File: config.mk
export PLATFORM = sky130hd
export DESIGN_NAME = debug_link
export DESIGN_NICKNAME = d
export VERILOG_FILES = /design/src/common/debug_link_pkg.sv /design/src/design/debug_link.sv
export SDC_FILE = /design/constraint.sdc
export NUM_CORES = 1
export LEC_CHECK = 0
export BUFFER_PORTS_ARGS = -buffer_cell sky130_fd_sc_hd__buf_2
export CORE_AREA = 2 2 91 75
export DETAILED_ROUTE_END_ITERATION = 8
export DIE_AREA = 0 0 93 77
export SLEW_MARGIN = 20
export SYNTH_ARGS = -nofsm -noshare
export SYNTH_HDL_FRONTEND = slang
export SYNTH_SLANG_ARGS = --single-unit
File: constraint.sdc
create_clock -name ref_clk -period 5.65 [get_ports ref_clk]
set_input_delay 0.565 -clock ref_clk [delete_from_list [all_inputs] [get_ports ref_clk]]
set_output_delay 0.565 -clock ref_clk [all_outputs]
set_load 0.01 [all_outputs]
File: src/common/debug_link_pkg.sv
// Purpose: constants shared by the single-wire debug link
// Assumes: ref_clk at 100 MHz, one clock domain
// Notes:   counts below are in target clock ticks outside the clocking group
//
// Functional notes
// during reset the pin selects mode; afterwards it is only the link
// link timing comes from a target tick of the clock divided by five
// host starts every bit with a falling edge on the pin
// bytes go most significant bit first, sixteen target ticks per bit
// 512 target ticks without a host edge abandon the transfer
// pin is pseudo open drain with weak pull-up always on
// short driven-high speedup pulses restore the pin high
// edge seen up to one tick late; all delays measured from it
// received bit is sampled ten ticks after recognised start
// host drives high within eight ticks for a one, else rejected
// host holds pin low at least two ticks when reading
// device returns a one with speedup pulse at tick seven
// host samples returned bit about ten ticks after its edge
// device returns zero low past tick ten, then speedup before end
// host sending zero holds low past sample, then speedup pulse
package debug_link_pkg;
    // ------------------------------------------------------------
    // clocking
    // ------------------------------------------------------------
    localparam int       REF_PERIOD_NS = 10;
    localparam logic [2:0] TGT_DIV     = 3'h5;
    localparam logic [2:0] DIV_LAST    = TGT_DIV - 3'h1;
    localparam int       TGT_PERIOD_NS = REF_PERIOD_NS * 5;
    // ------------------------------------------------------------
    // bit timing in target ticks from the recognised start
    // ------------------------------------------------------------
    localparam logic [3:0] ONE_SPD_TICK  = 4'h7;
    localparam logic [3:0] GLITCH_TICK   = 4'h8;
    localparam logic [3:0] SAMPLE_TICK   = 4'ha;
    localparam logic [3:0] ZERO_SPD_TICK = 4'hc;
    localparam logic [3:0] BIT_END_TICK  = 4'hd;
    localparam int         BIT_TICKS     = 16;
    localparam logic [9:0] TIMEOUT_TICKS = 10'h200;
    localparam logic [2:0] LAST_BIT      = 3'h7;
    // ------------------------------------------------------------
    // engine states
    // ------------------------------------------------------------
    typedef enum logic {
        ST_WAIT = 1'b0,
        ST_BIT  = 1'b1
    } link_state_e;
endpackage

File: src/design/debug_link.sv
// Purpose: device end of the one-pin background debug serial link
// Assumes: pin level is synchronous to ref_clk; host keeps its timing
// Notes:   byte level only; command framing sits above this block
`timescale 1ns/1ps

// ----------------------------------------------------------------
// two-entry buffer
// ----------------------------------------------------------------
module fifo2 #(
    parameter int W = 8
) (
    input  wire logic         ref_clk, // clock
    input  wire logic         rst_b,   // async reset, active low
    input  wire logic [W-1:0] in_data, // write data
    input  wire logic         in_valid,// write request
    output logic              in_ready,// room for a word
    output logic [W-1:0]      out_data,// head word
    output logic              out_valid,// head present
    input  wire logic         out_ready // reader takes head
);
    logic [W-1:0] mem [2];
    logic         wp;
    logic         rp;
    logic [1:0]   count;
    wire          push = in_valid & in_ready;
    wire          pop  = out_valid & out_ready;

    assign in_ready  = (count != 2'h2);
    assign out_valid = (count != 2'h0);
    assign out_data  = mem[rp];

    // pointers and fill level
    always_ff @(posedge ref_clk or negedge rst_b) begin
        if (!rst_b) begin
            wp    <= 1'b0;
            rp    <= 1'b0;
            count <= 2'h0;
        end else begin
            wp    <= wp ^ push;
            rp    <= rp ^ pop;
            count <= count + {1'b0, push} - {1'b0, pop};
        end
    end

    // storage, no reset needed on data
    always_ff @(posedge ref_clk) begin
        if (push) begin
            mem[wp] <= in_data;
        end
    end
endmodule // fifo2

// ----------------------------------------------------------------
// link engine
// ----------------------------------------------------------------
module debug_link
    import debug_link_pkg::*;
(
    input  wire logic       ref_clk,     // 100 MHz clock
    input  wire logic       rst_b,       // async reset, active low
    input  wire logic       pin_in,      // debug_pin level
    output logic            pin_out,     // debug_pin drive level
    output logic            pin_oe,      // debug_pin driven when high
    output logic            pullup_en,   // weak pull-up enable
    output logic            special_mode,// mode caught after reset
    input  wire logic [7:0] tx_data,     // byte to return to host
    input  wire logic       tx_valid,    // tx byte offered
    output logic            tx_ready,    // tx byte accepted
    output logic [7:0]      rx_data,     // byte from host
    output logic            rx_valid,    // rx byte present
    input  wire logic       rx_ready,    // user takes rx byte
    output logic            timeout,     // transfer abandoned pulse
    output logic            overrun      // rx byte lost pulse
);
    link_state_e state;
    logic [2:0]  div_cnt;
    logic        pin_q;
    logic        mode_caught;
    logic [3:0]  tick_cnt;
    logic [2:0]  bit_idx;
    logic [7:0]  shift;
    logic        tx_loaded;
    logic        hi_at_glitch;
    logic [9:0]  idle_ticks;

    // ------------------------------------------------------------
    // decode
    // ------------------------------------------------------------
    // target tick every fifth ref_clk cycle
    wire tick      = (div_cnt == DIV_LAST);
    // edge recognised at a tick, so up to one tick late
    wire fall      = tick & mode_caught & (state == ST_WAIT)
                     & pin_q & ~pin_in;
    wire in_bit    = (state == ST_BIT);
    wire tx_bit    = shift[7];
    wire at_sample = in_bit & tick & (tick_cnt == SAMPLE_TICK);
    wire at_glitch = in_bit & tick & (tick_cnt == GLITCH_TICK);
    wire at_end    = in_bit & tick & (tick_cnt == BIT_END_TICK);
    // a one must already be high at tick eight to count
    wire rx_bit    = pin_in & hi_at_glitch;
    wire byte_last = (bit_idx == LAST_BIT);
    wire rx_done   = at_sample & ~tx_loaded & byte_last;
    wire expired   = (idle_ticks == TIMEOUT_TICKS);
    wire buf_ready;
    // zero held low past the host sample point
    wire drive_lo  = in_bit & tx_loaded & ~tx_bit
                     & (tick_cnt < ZERO_SPD_TICK);
    wire spd_one   = tx_loaded & tx_bit & (tick_cnt == ONE_SPD_TICK);
    wire spd_zero  = tx_loaded & ~tx_bit & (tick_cnt == ZERO_SPD_TICK);
    wire speedup   = in_bit & (spd_one | spd_zero);

    assign pullup_en = 1'b1;
    // not while expiring: a byte taken then would be dropped unseen
    assign tx_ready  = mode_caught & ~tx_loaded & (state == ST_WAIT)
                       & ~expired;
    assign overrun   = rx_done & ~buf_ready;

    // ------------------------------------------------------------
    // target clock divider and pin history
    // ------------------------------------------------------------
    always_ff @(posedge ref_clk or negedge rst_b) begin
        if (!rst_b) begin
            div_cnt <= 3'h0;
            pin_q   <= 1'b1;
        end else begin
            div_cnt <= tick ? 3'h0 : div_cnt + 3'h1;
            pin_q   <= tick ? pin_in : pin_q;
        end
    end

    // mode strap caught on the first edge after release; low = special
    always_ff @(posedge ref_clk or negedge rst_b) begin
        if (!rst_b) begin
            mode_caught  <= 1'b0;
            special_mode <= 1'b0;
        end else if (!mode_caught) begin
            mode_caught  <= 1'b1;
            special_mode <= ~pin_in;
        end
    end

    // ------------------------------------------------------------
    // bit sequencer: starts at a host edge seen while waiting; edges inside a bit are ignored
    // ------------------------------------------------------------
    always_ff @(posedge ref_clk or negedge rst_b) begin
        if (!rst_b) begin
            state    <= ST_WAIT;
            tick_cnt <= 4'h0;
        end else begin
            case (state)
                ST_WAIT: begin
                    if (fall) begin
                        state    <= ST_BIT;
                        tick_cnt <= 4'h1;  // edge tick is tick 0
                    end
                end
                ST_BIT: begin
                    if (at_end) begin
                        state <= ST_WAIT;
                    end else if (tick) begin
                        tick_cnt <= tick_cnt + 4'h1;
                    end
                end
                default: state <= ST_WAIT;
            endcase
        end
    end

    // byte position, shifter, tx ownership and glitch sample
    always_ff @(posedge ref_clk or negedge rst_b) begin
        if (!rst_b) begin
            bit_idx      <= 3'h0;
            shift        <= 8'h00;
            tx_loaded    <= 1'b0;
            hi_at_glitch <= 1'b0;
        end else if (expired) begin
            bit_idx   <= 3'h0;
            tx_loaded <= 1'b0;
        end else if (tx_valid & tx_ready) begin
            shift     <= tx_data;
            tx_loaded <= 1'b1;
        end else begin
            if (at_glitch) begin
                hi_at_glitch <= pin_in;
            end
            if (at_sample & ~tx_loaded) begin
                shift <= {shift[6:0], rx_bit};
            end
            if (at_end) begin
                bit_idx <= bit_idx + 3'h1;
                if (tx_loaded) begin
                    shift <= {shift[6:0], 1'b0};
                end
                if (tx_loaded & byte_last) begin
                    tx_loaded <= 1'b0;
                end
            end
        end
    end

    // host silence counter, armed mid-byte or while a tx byte is loaded
    always_ff @(posedge ref_clk or negedge rst_b) begin
        if (!rst_b) begin
            idle_ticks <= 10'h000;
            timeout    <= 1'b0;
        end else begin
            timeout <= expired;
            if (fall || expired || (bit_idx == 3'h0 && !tx_loaded)) begin
                idle_ticks <= 10'h000;
            end else if (tick && state == ST_WAIT) begin
                idle_ticks <= idle_ticks + 10'h001;
            end
        end
    end

    // pin drive: low for a zero, short high pulse to speed the rise
    always_ff @(posedge ref_clk or negedge rst_b) begin
        if (!rst_b) begin
            pin_oe  <= 1'b0;
            pin_out <= 1'b0;
        end else begin
            pin_oe  <= drive_lo | speedup;
            pin_out <= speedup;
        end
    end

    // ------------------------------------------------------------
    // receive buffer: a slow reader loses a byte only when two are already waiting
    // ------------------------------------------------------------
    fifo2 #(.W(8)) rx_buf (
        .ref_clk  (ref_clk),
        .rst_b    (rst_b),
        .in_data  ({shift[6:0], rx_bit}),
        .in_valid (rx_done),
        .in_ready (buf_ready),
        .out_data (rx_data),
        .out_valid(rx_valid),
        .out_ready(rx_ready)
    );
endmodule // debug_link

==> run_results.csv <==
group,metric,value,unit
run_status,outcome,"finished clean",
synthesis,async_reset_ff_share,71.9,%
sta,finClkSkew,0.00517,ns
die,start_util,44.6,%
worst_setup_path,end_kind,"output port",
die,die_area,7160,um2
worst_setup_path,worst_ep_arrival_time,2.07,ns
sta,drv_slew,0,
clocking,htreeDepth,3,
place,dp.cells,334,
die,die_y,77,um
global_route,antenna_found_initial,0,
clocking,clk_path_buf_depth,2,
synthesis,synth_ff_type,"dfrtp_1",
clocking,cts_tree,"done",
place,io_buffers,27,
drt,drc,0,
drt,viasPerCell,4.97,
job,max_cap_violations,0,
sta,fin_tns_setup,0,ns
worst_setup_path,reg2reg_depth,5,
synthesis,synth_top_cell_by_area,"dfrtp_1",
synthesis,syn_inst,231,
clocking,clkTransAtPathRegs,0.06,ns
hold_path,hp-class,"in -> async",
drt,drt-wirelength-per-cell,13.8,um
clocking,cts_resized,0,
sta,hold_viol_final,0,
synthesis,ys_ff_latch,57,
final_layout,fin_util,51.4,%
global_route,grt_max_degree,42,
final_layout,multi_input_area,1140,um2
synthesis,synth_top_area_share,35.9,%
die,rows,26,
synthesis,synth_edf_count,16,
clocking,cts_made_buffers,9,
final_layout,antennaDiodeCount,0,
final_layout,area_growth,15.3,%
clocking,cts_sinks,57,
die,fp.coreArea,6250,um2
power,cellLeakagePower,1.49,nW
sta,rsz0062_at_grt,"no",
synthesis,avgSynthCellArea,12.1,um2
drt,num_vias,1738,
power,ir_drop,317,uV
synthesis,synth_seq_area_share,54.1,%
final_layout,num-fill-cells,572,
global_route,track_usage,15.1,%
synthesis,syn-cell-area,2790,um2
final_layout,register_area,1510,um2
sta,setup_violations,0,
sta,period_share,46.6,%
worst_setup_path,required,5.09,ns
worst_setup_path,r2r_start,"div_cnt[0]",
clocking,insertion_delay,0.33,ns
global_route,grt_pass1_vias,1714,
synthesis,yosys-top-cells-area,"dfrtp_1, edfxtp_1, mux2_2",
drt,dr.pass1.iters,4,
drt,antenna_left,0,
drt,drt_iter0_drc,116,
worst_setup_path,path_class,"reg -> out",
sta,slew-limit-headroom,37.5,%
place,hpwl,3390,um
final_layout,stdcell_count,350,
sta,period_minus_slack,2.63,ns
sta,max_freq,380,MHz
clocking,postCtsSetupBuffers,0,
sta,worst_slew_pin_slew,0.937,ns
worst_setup_path,reg2reg_slack,3.46,ns
global_route,grt-ovfl-total,0,
die,io_pins,29,
worst_setup_path,start_kind,"flop",
synthesis,yosysUniqueCellTypes,50,
global_route,grt_pass1_wl,8220,um
clocking,root_buffer,"clkbuf_8",
power,powerDensity,407,nW/um2
place,gp_congestion,0.729,
final_layout,final_net_count,287,
synthesis,synth_warnings,0,
drt,finalWirelength,4830,um
worst_setup_path,path_max_fanout,10,
final_layout,drive_gt1_share,30.5,%
clocking,holdBufCountCts,0,
worst_setup_path,rr_endpoint,"rx_buf.mem[1][3]",
die,fp.dieW,93,um
-- where the power goes --
group | total, mW | switching [mW] | internal (mW) | leakage, nW
Clock | 0.491 | 0.157 | 0.334 | 0.128
Combinational | 0.262 | 0.134 | 0.128 | 0.656
Sequential | 0.555 | 0.0743 | 0.481 | 0.703
Total | 1.31 | 0.366 | 0.942 | 1.49
-- layout by cell type (no fill, tap or decap), types with 2 or more instances in the layout --
cell	instances
nor2_2	8
edfxtp_1	16
a21oi_1	6
nor3b_1	2
xor2_1	4
bufinv_16	4
and3_1	3
buf_2	27
mux2_2	23
nand2_1	14
o21ai_0	2
xnor2_1	10
clkbuf_8	9
nor3_1	5
nand3b_1	3
ha_1	13
conb_1	2
nand3_1	8
a21oi_2	2
dfrtp_1	40
nor4_1	2
nand4_1	5
clkinv_1	2
o22ai_1	2
nor2_1	9
and2_1	3
inv_1	18
-- cell usage after synthesis (all sizes together), types with 2 or more instances --
library cell and count:
a21oi 9, and2 3, and3 3, and3b 2, and4 2, buf 8, dfrtp 40, edfxtp 16
ha 13, inv 18, mux2 24, nand2 14, nand3 8, nand3b 3, nand4 5, nor2 18
nor3 5, nor3b 2, nor4 2, o21ai 3, o22ai 2, xnor2 10, xor2 4
-- routing by layer --
| metal | routed length (um) | track usage, % | vias to the layer above |
|---|---|---|---|
| li1 | - | - | 855 |
| met1 | 2430 | 20.7 | 845 |
| met2 | 2120 | 22.0 | 32 |
| met3 | 208 | 6.68 | 6 |
| met4 | 61 | 3.97 | 0 |
| met5 | 0 | 0 | - |
-- cell families (layout without fill, tap and decap cells) --
family                   count (synthesis)  after routing  share of synthesized area (%)
AO/OA/AOI/OAI                           21             21                           5.30
flip-flops                              57             57                           54.1
XOR/XNOR                                14             14                           4.40
buffers and inverters                   27             61                           5.07
adder cells (fa/ha/maj)                 13             13                           5.84
multiplexers                            25             25                           10.1
other                                    1              2                          0.135
AND/OR/NAND/NOR                         73             73                           15.1
-- final cells by class --
class | count | share of cell area [%]
inverters | 18 | 2.10
well taps | 84 | 3.27
clock buffers | 9 | 3.86
clock inverters | 7 | 4.13
repair buffers | 27 | 4.21
multi-input cells | 148 | 35.5
flip-flops and latches | 57 | 46.9
-- per-stage QoR --
stage          power, mW  instance area [um2]  setup slack (ns)  hold slack [ns]
6_report            1.31                 3210              3.02            0.367
5_1_grt             1.40                 3210              2.86            0.447
4_1_cts             1.32                 3210              2.99            0.401
3_5_place_dp       0.825                 2960              3.37            0.449
2_1_floorplan      0.758                 2790              3.75            0.269
3_3_place_gp       0.822                 2960              3.42            0.445
-- critical path: stages, from the launching register on --
cell and delay, ns:
dfrtp_1 0.42, inv_1 0.09, ha_1 0.14, nor3b_1 0.21, and4_1 0.50, and3b_1 0.24, buf_2 0.14
-- state kept, by name, summed over array words and instances (netlist names), 2 cells and up --
name          count
bit_idx           3
shift             8
rx_buf.mem       16
idle_ticks       10
rx_buf.count      2
div_cnt           3
tick_cnt          4
-- worst max path at each step --
| stage | end | start | slack, ns |
|---|---|---|---|
| 3_3_place_gp | tx_ready | idle_ticks[0] | 3.42 |
| 4_1_cts | tx_ready | idle_ticks[0] | 2.99 |
| 6_report | tx_ready | idle_ticks[0] | 3.02 |
| 2_1_floorplan | rx_buf.mem[1][0] | div_cnt[0] | 3.75 |
| 5_1_grt | tx_ready | idle_ticks[0] | 2.86 |
| 3_5_place_dp | tx_ready | idle_ticks[0] | 3.37 |
(Power assumes the default switching activity.)
